$ cat config.mk
export PLATFORM = sky130hd
export DESIGN_NAME = imam_map
export DESIGN_NICKNAME = d
export VERILOG_FILES = /design/src/include/imam_pkg.sv /design/src/design/imam_decode.sv /design/src/design/imam_map.sv
export SDC_FILE = /design/constraint.sdc
export NUM_CORES = 1
export LEC_CHECK = 0
export BUFFER_PORTS_ARGS = -buffer_cell sky130_fd_sc_hd__buf_2
export CORE_ASPECT_RATIO = 1.4
export CORE_MARGIN = 8
export CORE_UTILIZATION = 56
export CTS_CLUSTER_SIZE = 8
export DETAILED_ROUTE_END_ITERATION = 12
export PLACE_DENSITY = 0.93
export SYNTH_ARGS = -nofsm -noshare
export SYNTH_HDL_FRONTEND = slang
export SYNTH_SLANG_ARGS = --single-unit
$ cat constraint.sdc
create_clock -name ref_clk -period 7.3 [get_ports ref_clk]
set_input_delay 0.73 -clock ref_clk [delete_from_list [all_inputs] [get_ports ref_clk]]
set_output_delay 0.73 -clock ref_clk [all_outputs]
set_load 0.01 [all_outputs]
$ cat src/include/imam_pkg.sv
package imam_pkg;

   // ==========================================================================
   // widths and counts
   localparam int ADDR_W   = 32;
   localparam int IDX_W    = 18;
   localparam int NBLK     = 4;
   localparam int NVIEW    = 4;
   localparam int NENT     = 6;
   localparam int NPORT    = 3;
   localparam int PORT_DM  = 0;
   localparam int PORT_PM  = 1;
   localparam int PORT_IO  = 2;

   // ==========================================================================
   // sram capacity per word size, all the same bit total
   localparam int SRAM_BITS    = 3 * 1024 * 1024;
   localparam int SRAM_WORDS32 = SRAM_BITS / 32;
   localparam int SRAM_WORDS16 = SRAM_BITS / 16;
   localparam int SRAM_WORDS48 = SRAM_BITS / 48;

   // ==========================================================================
   // types
   typedef enum logic [1:0]
   {
      IMAM_REGION_PERIPH = 2'h0,
      IMAM_REGION_ROM    = 2'h1,
      IMAM_REGION_SRAM   = 2'h3,
      IMAM_REGION_NONE   = 2'h2
   } imam_region_type;

   typedef enum logic [1:0]
   {
      IMAM_W64 = 2'h0,
      IMAM_W48 = 2'h1,
      IMAM_W32 = 2'h2,
      IMAM_W16 = 2'h3
   } imam_width_type;

   // ==========================================================================
   // view windows
   localparam logic [31:0] PERIPH_HI = 32'h0003_FFFF;
   localparam logic [31:0] LONG_LO   = 32'h0004_0000;
   localparam logic [31:0] LONG_HI   = 32'h0007_FFFF;
   localparam logic [31:0] NORM_HI   = 32'h000F_FFFF;
   localparam logic [31:0] SHORT_HI  = 32'h001F_FFFF;

   // ==========================================================================
   // per-view entries: rom0, sram0, rom1, sram1, sram2, sram3
   localparam logic [1:0] ENT_BLOCK [NENT] =
      '{2'h0, 2'h0, 2'h1, 2'h1, 2'h2, 2'h3};
   localparam logic [NENT-1:0] ENT_IS_ROM = 6'h05;

   localparam logic [31:0] MAP_LO [NVIEW][NENT] = '{
      '{32'h0004_0000, 32'h0004_C000, 32'h0005_0000,
        32'h0005_C000, 32'h0006_0000, 32'h0007_0000},
      '{32'h0008_0000, 32'h0009_0000, 32'h000A_0000,
        32'h000B_0000, 32'h000C_0000, 32'h000E_0000},
      '{32'h0008_0000, 32'h0009_8000, 32'h000A_0000,
        32'h000B_8000, 32'h000C_0000, 32'h000E_0000},
      '{32'h0010_0000, 32'h0013_0000, 32'h0014_0000,
        32'h0017_0000, 32'h0018_0000, 32'h001C_0000}};

   localparam logic [31:0] MAP_HI [NVIEW][NENT] = '{
      '{32'h0004_7FFF, 32'h0004_FFFF, 32'h0005_7FFF,
        32'h0005_FFFF, 32'h0006_1FFF, 32'h0007_1FFF},
      '{32'h0008_AAA9, 32'h0009_5554, 32'h000A_AAA9,
        32'h000B_5554, 32'h000C_2AA9, 32'h000E_2AA9},
      '{32'h0008_FFFF, 32'h0009_FFFF, 32'h000A_FFFF,
        32'h000B_FFFF, 32'h000C_3FFF, 32'h000E_3FFF},
      '{32'h0011_FFFF, 32'h0013_FFFF, 32'h0015_FFFF,
        32'h0017_FFFF, 32'h0018_7FFF, 32'h001C_7FFF}};

endpackage

$ cat src/design/imam_decode.sv
`timescale 1ns/1ps

module imam_decode
(
   input  wire logic [31:0]              addr,
   input  wire logic                     ext_sel,
   output imam_pkg::imam_region_type     region,
   output logic [1:0]                    block,
   output imam_pkg::imam_width_type      width,
   output logic [imam_pkg::IDX_W-1:0]    index
);

   // ==========================================================================
   // range test
   function automatic logic imam_in_range
   (
      input logic [31:0] a,
      input logic [31:0] lo,
      input logic [31:0] hi
   );
      imam_in_range = (a >= lo) && (a <= hi);
   endfunction

   // ==========================================================================
   // decode
   logic        in_view;
   logic [31:0] offset;

   always_comb
   begin
      region  = imam_pkg::IMAM_REGION_NONE;
      block   = '0;
      width   = imam_pkg::IMAM_W32;
      index   = '0;
      in_view = 1'b0;
      offset  = '0;
      if (addr <= imam_pkg::PERIPH_HI)
      begin
         region = imam_pkg::IMAM_REGION_PERIPH;                 // [RULE1]
         index  = addr[imam_pkg::IDX_W-1:0];
      end
      else if (imam_in_range(addr, imam_pkg::LONG_LO, imam_pkg::LONG_HI))
      begin
         width   = imam_pkg::IMAM_W64;                          // [RULE9]
         in_view = 1'b1;
      end
      else if (addr <= imam_pkg::NORM_HI)
      begin
         width   = ext_sel ? imam_pkg::IMAM_W48 : imam_pkg::IMAM_W32;
         in_view = 1'b1;                                        // [RULE9]
      end
      else if (addr <= imam_pkg::SHORT_HI)
      begin
         width   = imam_pkg::IMAM_W16;                          // [RULE9]
         in_view = 1'b1;
      end
      // above the short view nothing is selected [RULE6]
      if (in_view)
      begin
         // gaps between entries stay reserved [RULE2] [RULE3] [RULE4] [RULE5]
         for (int e = 0; e < imam_pkg::NENT; e++)
         begin
            if (imam_in_range(addr, imam_pkg::MAP_LO[int'(width)][e],
                              imam_pkg::MAP_HI[int'(width)][e]))
            begin
               region = imam_pkg::ENT_IS_ROM[e] ?
                        imam_pkg::IMAM_REGION_ROM :
                        imam_pkg::IMAM_REGION_SRAM;             // [RULE12]
               block  = imam_pkg::ENT_BLOCK[e];
               offset = addr - imam_pkg::MAP_LO[int'(width)][e];
               index  = offset[imam_pkg::IDX_W-1:0];            // [RULE10]
            end
         end
      end
   end

endmodule // imam_decode

$ cat src/design/imam_map.sv
`timescale 1ns/1ps

// Summary of operation
// RULE1 - addresses up to 0x0003FFFF select peripheral registers only.
// RULE2 - 32-bit view 0x00090000-0x00097FFF is reserved, no memory selected.
// RULE3 - 32-bit view 0x000B0000-0x000B7FFF is reserved, no memory selected.
// RULE4 - 16-bit view 0x00120000-0x0012FFFF is reserved.
// RULE5 - 16-bit view 0x00188000-0x001BFFFF is reserved, no block selected.
// RULE6 - addresses from 0x00200000 upward are reserved, nothing selected.
// RULE7 - each block serves core and io processor independently, one cycle.
// RULE8 - two core data transfers plus one io transfer accepted per cycle; the code makes the pm transfer wait when both core buses hit one block.
// RULE9 - access width 64, 48, 32 or 16 bits follows the address view.
// RULE10 - sram holds 96K 32-bit, 192K 16-bit or 64K 48-bit words.
// RULE11 - core buses on different blocks both complete in one cycle.
// RULE12 - rom blocks 0-1 and sram blocks 0-3 decoded per view.

module imam_map
#(
   parameter int NBLK = imam_pkg::NBLK
)
(
   input  wire logic                      ref_clk,
   input  wire logic                      rst_n,
   input  wire logic                      dm_valid,
   input  wire logic [31:0]               dm_addr,
   input  wire logic                      dm_ext,
   output logic                           dm_ready,
   output logic                           dm_resp_valid,
   output imam_pkg::imam_region_type      dm_resp_region,
   output logic [1:0]                     dm_resp_block,
   output imam_pkg::imam_width_type       dm_resp_width,
   output logic [imam_pkg::IDX_W-1:0]     dm_resp_index,
   input  wire logic                      pm_valid,
   input  wire logic [31:0]               pm_addr,
   input  wire logic                      pm_ext,
   output logic                           pm_ready,
   output logic                           pm_resp_valid,
   output imam_pkg::imam_region_type      pm_resp_region,
   output logic [1:0]                     pm_resp_block,
   output imam_pkg::imam_width_type       pm_resp_width,
   output logic [imam_pkg::IDX_W-1:0]     pm_resp_index,
   input  wire logic                      io_valid,
   input  wire logic [31:0]               io_addr,
   input  wire logic                      io_ext,
   output logic                           io_ready,
   output logic                           io_resp_valid,
   output imam_pkg::imam_region_type      io_resp_region,
   output logic [1:0]                     io_resp_block,
   output imam_pkg::imam_width_type       io_resp_width,
   output logic [imam_pkg::IDX_W-1:0]     io_resp_index,
   output logic [NBLK-1:0]                blk_dm_sel,
   output logic [NBLK-1:0]                blk_pm_sel,
   output logic [NBLK-1:0]                blk_io_sel
);

   // ==========================================================================
   // helpers
   function automatic logic imam_is_mem(input imam_pkg::imam_region_type r);
      imam_is_mem = (r == imam_pkg::IMAM_REGION_ROM) ||
                    (r == imam_pkg::IMAM_REGION_SRAM);
   endfunction

   function automatic logic [NBLK-1:0] imam_onehot(input logic [1:0] b);
      imam_onehot = '0;
      imam_onehot[b] = 1'b1;
   endfunction

   // ==========================================================================
   // request gathering
   localparam int NP = imam_pkg::NPORT;

   logic                           req_valid [NP];
   logic [31:0]                    req_addr  [NP];
   logic                           req_ext   [NP];
   logic                           req_ready [NP];
   logic                           take      [NP];
   imam_pkg::imam_region_type      dec_region [NP];
   logic [1:0]                     dec_block  [NP];
   imam_pkg::imam_width_type       dec_width  [NP];
   logic [imam_pkg::IDX_W-1:0]     dec_index  [NP];

   assign req_valid[imam_pkg::PORT_DM] = dm_valid;
   assign req_addr[imam_pkg::PORT_DM]  = dm_addr;
   assign req_ext[imam_pkg::PORT_DM]   = dm_ext;

   assign req_valid[imam_pkg::PORT_PM] = pm_valid;
   assign req_addr[imam_pkg::PORT_PM]  = pm_addr;
   assign req_ext[imam_pkg::PORT_PM]   = pm_ext;

   assign req_valid[imam_pkg::PORT_IO] = io_valid;
   assign req_addr[imam_pkg::PORT_IO]  = io_addr;
   assign req_ext[imam_pkg::PORT_IO]   = io_ext;

   // ==========================================================================
   // one decoder per bus, all working in the same cycle
   genvar gi;
   generate
      for (gi = 0; gi < NP; gi++)
      begin : g_dec
         imam_decode u_dec
         (
            .addr    (req_addr[gi]),
            .ext_sel (req_ext[gi]),
            .region  (dec_region[gi]),
            .block   (dec_block[gi]),
            .width   (dec_width[gi]),
            .index   (dec_index[gi])
         );
      end
   endgenerate

   // ==========================================================================
   // acceptance
   logic core_clash;

   always_comb
   begin
      // both core buses on one block: program bus waits a cycle
      core_clash = req_valid[imam_pkg::PORT_DM] &&
                   req_valid[imam_pkg::PORT_PM] &&
                   imam_is_mem(dec_region[imam_pkg::PORT_DM]) &&
                   imam_is_mem(dec_region[imam_pkg::PORT_PM]) &&
                   (dec_block[imam_pkg::PORT_DM] ==
                    dec_block[imam_pkg::PORT_PM]);
      req_ready[imam_pkg::PORT_DM] = 1'b1;                      // [RULE8]
      req_ready[imam_pkg::PORT_PM] = !core_clash;               // [RULE11]
      req_ready[imam_pkg::PORT_IO] = 1'b1;                      // [RULE7]
      for (int p = 0; p < NP; p++)
      begin
         take[p] = req_valid[p] && req_ready[p];
      end
   end

   assign dm_ready = req_ready[imam_pkg::PORT_DM];
   assign pm_ready = req_ready[imam_pkg::PORT_PM];
   assign io_ready = req_ready[imam_pkg::PORT_IO];

   // ==========================================================================
   // response and block select state
   logic                           rsp_valid  [NP];
   imam_pkg::imam_region_type      rsp_region [NP];
   logic [1:0]                     rsp_block  [NP];
   imam_pkg::imam_width_type       rsp_width  [NP];
   logic [imam_pkg::IDX_W-1:0]     rsp_index  [NP];
   logic [NBLK-1:0]                rsp_sel    [NP];

   logic                           next_rsp_valid  [NP];
   imam_pkg::imam_region_type      next_rsp_region [NP];
   logic [1:0]                     next_rsp_block  [NP];
   imam_pkg::imam_width_type       next_rsp_width  [NP];
   logic [imam_pkg::IDX_W-1:0]     next_rsp_index  [NP];
   logic [NBLK-1:0]                next_rsp_sel    [NP];

   always_comb
   begin
      for (int p = 0; p < NP; p++)
      begin
         // every taken access answers on the next edge [RULE7] [RULE8]
         next_rsp_valid[p]  = take[p];
         next_rsp_region[p] = take[p] ? dec_region[p] :
                              imam_pkg::IMAM_REGION_NONE;
         next_rsp_block[p]  = take[p] ? dec_block[p] : '0;
         next_rsp_width[p]  = take[p] ? dec_width[p] :
                              imam_pkg::IMAM_W32;               // [RULE9]
         next_rsp_index[p]  = take[p] ? dec_index[p] : '0;
         next_rsp_sel[p]    = (take[p] && imam_is_mem(dec_region[p])) ?
                              imam_onehot(dec_block[p]) : '0;   // [RULE12]
      end
   end

   always_ff @(posedge ref_clk)
   begin
      for (int p = 0; p < NP; p++)
      begin
         if (!rst_n)
         begin
            rsp_valid[p]  <= 1'b0;
            rsp_region[p] <= imam_pkg::IMAM_REGION_NONE;
            rsp_block[p]  <= '0;
            rsp_width[p]  <= imam_pkg::IMAM_W32;
            rsp_index[p]  <= '0;
            rsp_sel[p]    <= '0;
         end
         else
         begin
            rsp_valid[p]  <= next_rsp_valid[p];
            rsp_region[p] <= next_rsp_region[p];
            rsp_block[p]  <= next_rsp_block[p];
            rsp_width[p]  <= next_rsp_width[p];
            rsp_index[p]  <= next_rsp_index[p];
            rsp_sel[p]    <= next_rsp_sel[p];
         end
      end
   end

   // ==========================================================================
   // data memory bus outputs
   assign dm_resp_valid  = rsp_valid[imam_pkg::PORT_DM];
   assign dm_resp_region = rsp_region[imam_pkg::PORT_DM];
   assign dm_resp_block  = rsp_block[imam_pkg::PORT_DM];
   assign dm_resp_width  = rsp_width[imam_pkg::PORT_DM];
   assign dm_resp_index  = rsp_index[imam_pkg::PORT_DM];

   // ==========================================================================
   // program memory bus outputs
   assign pm_resp_valid  = rsp_valid[imam_pkg::PORT_PM];
   assign pm_resp_region = rsp_region[imam_pkg::PORT_PM];
   assign pm_resp_block  = rsp_block[imam_pkg::PORT_PM];
   assign pm_resp_width  = rsp_width[imam_pkg::PORT_PM];
   assign pm_resp_index  = rsp_index[imam_pkg::PORT_PM];

   // ==========================================================================
   // io processor bus outputs
   assign io_resp_valid  = rsp_valid[imam_pkg::PORT_IO];
   assign io_resp_region = rsp_region[imam_pkg::PORT_IO];
   assign io_resp_block  = rsp_block[imam_pkg::PORT_IO];
   assign io_resp_width  = rsp_width[imam_pkg::PORT_IO];
   assign io_resp_index  = rsp_index[imam_pkg::PORT_IO];

   // ==========================================================================
   // block selects
   assign blk_dm_sel     = rsp_sel[imam_pkg::PORT_DM];
   assign blk_pm_sel     = rsp_sel[imam_pkg::PORT_PM];
   assign blk_io_sel     = rsp_sel[imam_pkg::PORT_IO];

endmodule // imam_map

**After elaboration in Yosys (flattened, before gate mapping)**

Memory sizes are Yosys's and may differ from the RTL's.
Index checks and enable logic that the tools add are counted.

- Add/subtract/negate cells: 18
- Multiply operators: 0
- Divide/modulo/power cells: 0
- $lt $le $gt $ge: 60
- Equal/unequal tests: 7
- Shift-type cells: 0
- Mux-type cells: 149
- Bitwise logic cells: 21
- Reductions and logical operators: 36

Operator list:

| operator | number |
|---|---|
| 192-bit binary-select mux with 2-bit select | 6 |
| 192-bit two-way mux | 12 |
| 32-bit greater-or-equal comparator | 18 |
| 32-bit <= comparator | 18 |
| 18-bit two-way mux | 30 |
| 18-bit subtractor | 18 |
| 2-bit two-way mux | 63 |
| 32-bit by 19-bit greater-or-equal comparator with 1-bit output, second input constant | 3 |
| 32-bit by 3-bit greater-or-equal comparator with 1-bit output, second input constant | 3 |
| 32-bit by 18-bit <= comparator with 1-bit output, second input constant | 3 |
| 32-bit by 19-bit <= comparator with 1-bit output, second input constant | 3 |
| 32-bit by 20-bit <= comparator with 1-bit output, second input constant | 3 |
| 32-bit by 21-bit <= comparator with 1-bit output, second input constant | 3 |
| 2-bit inverter with 32-bit output | 3 |
| 1-bit logical AND | 32 |
| 1-bit two-way mux | 29 |
| 4-bit two-way mux | 6 |
| 1-bit OR | 18 |
| 2-bit by 3-bit < comparator with 1-bit output, second input constant | 3 |
| 1-bit demux with 2-bit select | 3 |
| 2-bit by 1-bit equality test with 1-bit output, second input constant | 3 |
| 2-bit equality test, second input constant | 3 |
| 2-bit by 1-bit greater-or-equal comparator with 1-bit output, second input constant | 3 |
| 1-bit logical OR | 3 |
| 2 further kinds | 2 |

- Flip-flop bits (word level): 0
- Bits in latches: 0
- RAM bits: 87
- ROM bits: 0
- Output and inout bits: 90
- Memories: 6

Memory list:

| name | words | bits a word | rd ports | clocked after memory_dff | wr ports | line | text |
|---|---|---|---|---|---|---|---|
| rsp_index | 3 | 18 | 3 | 0 | 3 | imam_map.sv:144 | `logic [imam_pkg::IDX_W-1:0] rsp_index [NP];` |
| rsp_sel | 3 | 4 | 3 | 0 | 3 | imam_map.sv:145 | `logic [NBLK-1:0] rsp_sel [NP];` |
| rsp_block | 3 | 2 | 3 | 0 | 3 | imam_map.sv:142 | `logic [1:0] rsp_block [NP];` |
| rsp_region | 3 | 2 | 3 | 0 | 3 | imam_map.sv:141 | `imam_pkg::imam_region_type rsp_region [NP];` |
| rsp_width | 3 | 2 | 3 | 0 | 3 | imam_map.sv:143 | `imam_pkg::imam_width_type rsp_width [NP];` |
| rsp_valid | 3 | 1 | 3 | 0 | 3 | imam_map.sv:140 | `logic rsp_valid [NP];` |

**Longest topological paths before layout**

- Depth after elaboration: 28
- Gate-level depth with buffers: 20

**Cells and area by module**

From an unflattened synthesis, not the netlist that was laid out.

- Cells, all modules: 1011
- Area, all modules: 8675.8 um^2

Modules (own cells, without submodules):

| module | instances | cells each | area an instance (um^2) | sequential area each (um^2) |
|---|---|---|---|---|
| imam_decode at g_dec[0].u_dec ... | 2 | 266 | 2030.7 | 0.0 |
| imam_map | 1 | 201 | 2449.8 | 1741.7 |
| imam_decode at g_dec[2].u_dec | 1 | 278 | 2164.6 | 0.0 |

**Worst setup path after synthesis**

Ideal clock, no wire load.

- Kind: input to output
- Start: input port pm_addr[26]
- End: output port pm_ready
- Arrival time: 5.241 ns
- Data required time: 6.570 ns
- Setup slack: 1.329 ns
- Stages on the path: 17
- Cell sequence: nor4_1 > nand2_1 > or4_1 > nor3_1 > inv_1 > ha_1 > inv_1 > ha_1 > or4b_1 > buf_2 > or4_1 > a211o_1 > o211ai_1 > a211oi_2 > and4bb_2 > nor4_2 > nand3_1

RTL lines:

| what | line | text |
|---|---|---|
| from (decl) | imam_map.sv:34 | `input wire logic [31:0] pm_addr,` |
| to (decl) | imam_map.sv:36 | `output logic pm_ready,` |

==> impl_metrics.json <==
{
  "outcome": "finished, final reports clean",
  "drtIter0Drc": 658,
  "synth_top_family_by_area": "simple AND/OR/NAND/NOR gates",
  "rsz0062_at_grt": "false",
  "nNetsFinal": 1459,
  "setup_violations": 0,
  "yosysSeqAreaShare": 0.215,
  "cts_hold_buf": 0,
  "drv_slew": 0,
  "setup_tns_ps": 0,
  "routedWlPerCell_um": 20.8,
  "multiInputGateArea_sq_um": 6060,
  "cts_buffers": 9,
  "leakagePower_nw": 4.51,
  "clk_path_buf_depth": 2,
  "fillerInstances": 1238,
  "antenna_found_initial": 1,
  "use_met2": 0.567,
  "grtUsageTotal": 0.306,
  "clock_sinks": 87,
  "grt_pass1_wl_mm": 45.9,
  "synth_top_cell_area_share": 0.215,
  "grt_pass1_vias": 9027,
  "gp_congestion": 1.05,
  "grt_max_degree": 23,
  "crit_type": "input pin to output port",
  "syn2layout_area_growth_pct": 20.7,
  "whs_ps": 636,
  "pwr-share-comb": 0.162,
  "cts_resized": 0,
  "drv_cap": 0,
  "synth_warnings": 0,
  "syn_inst": 1003,
  "cts_tree": "built",
  "synth_flop_cell": "dfxtp_1",
  "firstDrtPassIters": 5,
  "overflow": 0,
  "ys_ff_latch": 87,
  "die_area_sq_um": 18600,
  "hold_path_class": "input pin to flop",
  "power.net_switching_mw": 0.302,
  "path_clk_slew_ps": 60,
  "rows": 52,
  "grt_most_used_layer": "met2",
  "slowest_stage": "or4b_1",
  "hold_viol": 0,
  "postCtsSetupBuffers": 0,
  "cts-root-buf": "clkbuf_16",
  "syn_area_per_cell_sq_um": 8.08,
  "pwr-share-clk": 0.397,
  "synth_xor_xnor_area_share": 0.0162,
  "cts_max_level": 3,
  "routed_wl_mm": 29.5,
  "worst_pin_slew_ps": 907,
  "max_stage_delay_ps": 600,
  "start_util": 0.567,
  "fp.dieH_um": 158,
  "slew_headroom": 0.390,
  "netSwitchingFraction": 0.280,
  "io_buffers": 191,
  "io_pins": 194,
  "core_sq_um": 14300,
  "crit_path_cell_trace": "buf_2, nor4_2, nand2_1, or4_1, nor3_1, buf_4, inv_1, ha_1, inv_1, ha_1, or4b_1, or4_1, a211o_1, o211ai_1, a211oi_2, buf_4, and4bb_2, nor4_2, nand3_1, buf_2",
  "drc": 0,
  "period_share": 0.933,
  "synth_edf_count": 0,
  "ys_async_sr_fraction": 0,
  "layout-drive-gt1-share": 0.222,
  "synth_top_area_cell": "dfxtp_1",
  "vias": 8996,
  "ir_drop_mv": 0.0820,
  "synth_cell_types": 81,
  "antenna_left": 0,
  "use_met1": 0.310,
  "synth-adder-area-share": 0.210,
  "start_kind": "input pin",
  "cp-end-kind": "output port",
  "max_freq_mhz": 147,
  "met3_usage": 0.0586,
  "via_per_inst": 6.35,
  "seqCellArea_sq_um": 1740,
  "die_w_um": 118,
  "arrival_ps": 6080,
  "synth-compound-area-share": 0.220,
  "synth_area_sq_um": 8110,
  "cp_max_fo": 8,
  "synth_mux_area_frac": 0.0162,
  "p_int_mw": 0.776,
  "power_frac_seq": 0.441,
  "cp_data_required_time_ps": 6570,
  "synth_simple_gate_area_share": 0.282,
  "hpwl_mm": 24.2,
  "ys_top_cells_by_area": "dfxtp_1, ha_1, a21oi_1",
  "layout_min_cycle_time_ps": 6810,
  "powerDensity_nw_per_um2": 110
}
[through the flow]
step,cells,total power [mW],instance area (sq um),setup slack (ps),utilization
finish,1417,1.08,9790,492,0.684
global route,1416,1.11,9780,122,0.684
CTS,1416,1.07,9770,199,0.682
detailed placement,1402,0.655,9500,233,0.664
global placement,1402,0.653,9500,472,0.664
floorplan,1004,0.566,8110,1330,-
[layer usage]
| layer | part of all wire | up-vias |
|---|---|---|
| li1 | - | 4238 |
| met1 | 0.36 | 4159 |
| met2 | 0.50 | 484 |
| met3 | 0.074 | 115 |
| met4 | 0.064 | 0 |
| met5 | 0 | - |
[cell usage after synthesis (6+ instances only)]
cell	number
nor4_1	36
inv_1	69
nand2_1	65
or3_1	6
clkbuf_1	12
dfxtp_1	87
a21oi_1	60
a22oi_1	6
and4_1	8
fa_1	9
a21o_1	15
nand4_1	25
o21a_1	11
o211ai_1	12
nor2b_1	10
a211oi_1	14
nand2b_1	16
o21bai_1	7
xnor2_1	7
and2_1	38
xor2_1	8
a31oi_1	20
o22ai_1	6
or2_2	6
nand3_1	35
ha_1	122
and3_1	25
nor3_1	27
o21ai_0	55
nor2_1	59
or4_1	13
mux2i_1	12
[power groups by stage]
stage                     registers [mW]  clock network (mW)  logic [mW]
after CTS                          0.476               0.429       0.169
after global placement             0.486                   0       0.166
after detailed placement           0.486                   0       0.168
after global routing               0.475               0.444       0.191
after floorplan                    0.487                   0      0.0791
final                              0.476               0.428       0.175
[final cells by class]
type	count	share of cell area
Inverter	69	0.0265
Tap cell	189	0.0242
Antenna cell	1	0.000256
Clock buffer	11	0.0248
Sequential cell	87	0.178
Multi-Input combinational cell	832	0.619
Timing Repair Buffer	225	0.125
Clock inverter	3	0.00217
[final timing paths]
check,from,endpoint,cells past startpoint
worst max-delay path,pm_addr[26],pm_ready,20
worst min-delay path,io_addr[1],rsp_index[2][1],2
[kinds of logic (layout without fill, tap and decap cells)]
group | count (synthesis) | in the layout
AND/OR/NAND/NOR | 404 | 404
multiplexers | 13 | 13
adder cells (fa/ha/maj) | 131 | 131
XOR/XNOR | 15 | 15
flip-flops | 87 | 87
buffers and inverters | 85 | 308
AO/OA/AOI/OAI | 267 | 267
other | 1 | 3
[worst max-delay path: cells and delay by family]
family | cells | cell delay (ps)
AOI/OAI and AO/OA | 3 | 650
buffers and inverters | 6 | 890
and+or+nand+nor | 9 | 3280
adders and majority gates | 2 | 510
[flip-flops by register name, indices dropped and copies added (netlist names)]
register,flops
rsp_valid,3
rsp_sel,12
rsp_region,6
rsp_block,6
rsp_width,6
rsp_index,54
[cell usage in the layout (no fill, tap or decap), types with 7 or more instances in the layout]
cell,netlist,layout
o21ai_0,55,55
nor4_1,36,34
xor2_1,8,8
ha_1,122,122
nor2_1,59,59
and2_1,38,38
clkbuf_16,0,9
nand3_1,35,35
nand2b_1,16,16
buf_4,2,33
dfxtp_1,87,87
o21bai_1,7,7
nor3_1,27,27
and4_1,8,8
a21oi_1,60,60
fa_1,9,9
a21o_1,15,15
xnor2_1,7,7
o21a_1,11,11
a211oi_1,14,13
a31oi_1,20,20
nand4_1,25,25
nor2b_1,10,10
inv_1,69,69
and3_1,25,25
buf_2,2,191
nand2_1,65,65
o211ai_1,12,12
or4_1,13,13
mux2i_1,12,12
No activity file was read; power rests on OpenSTA's default activity.
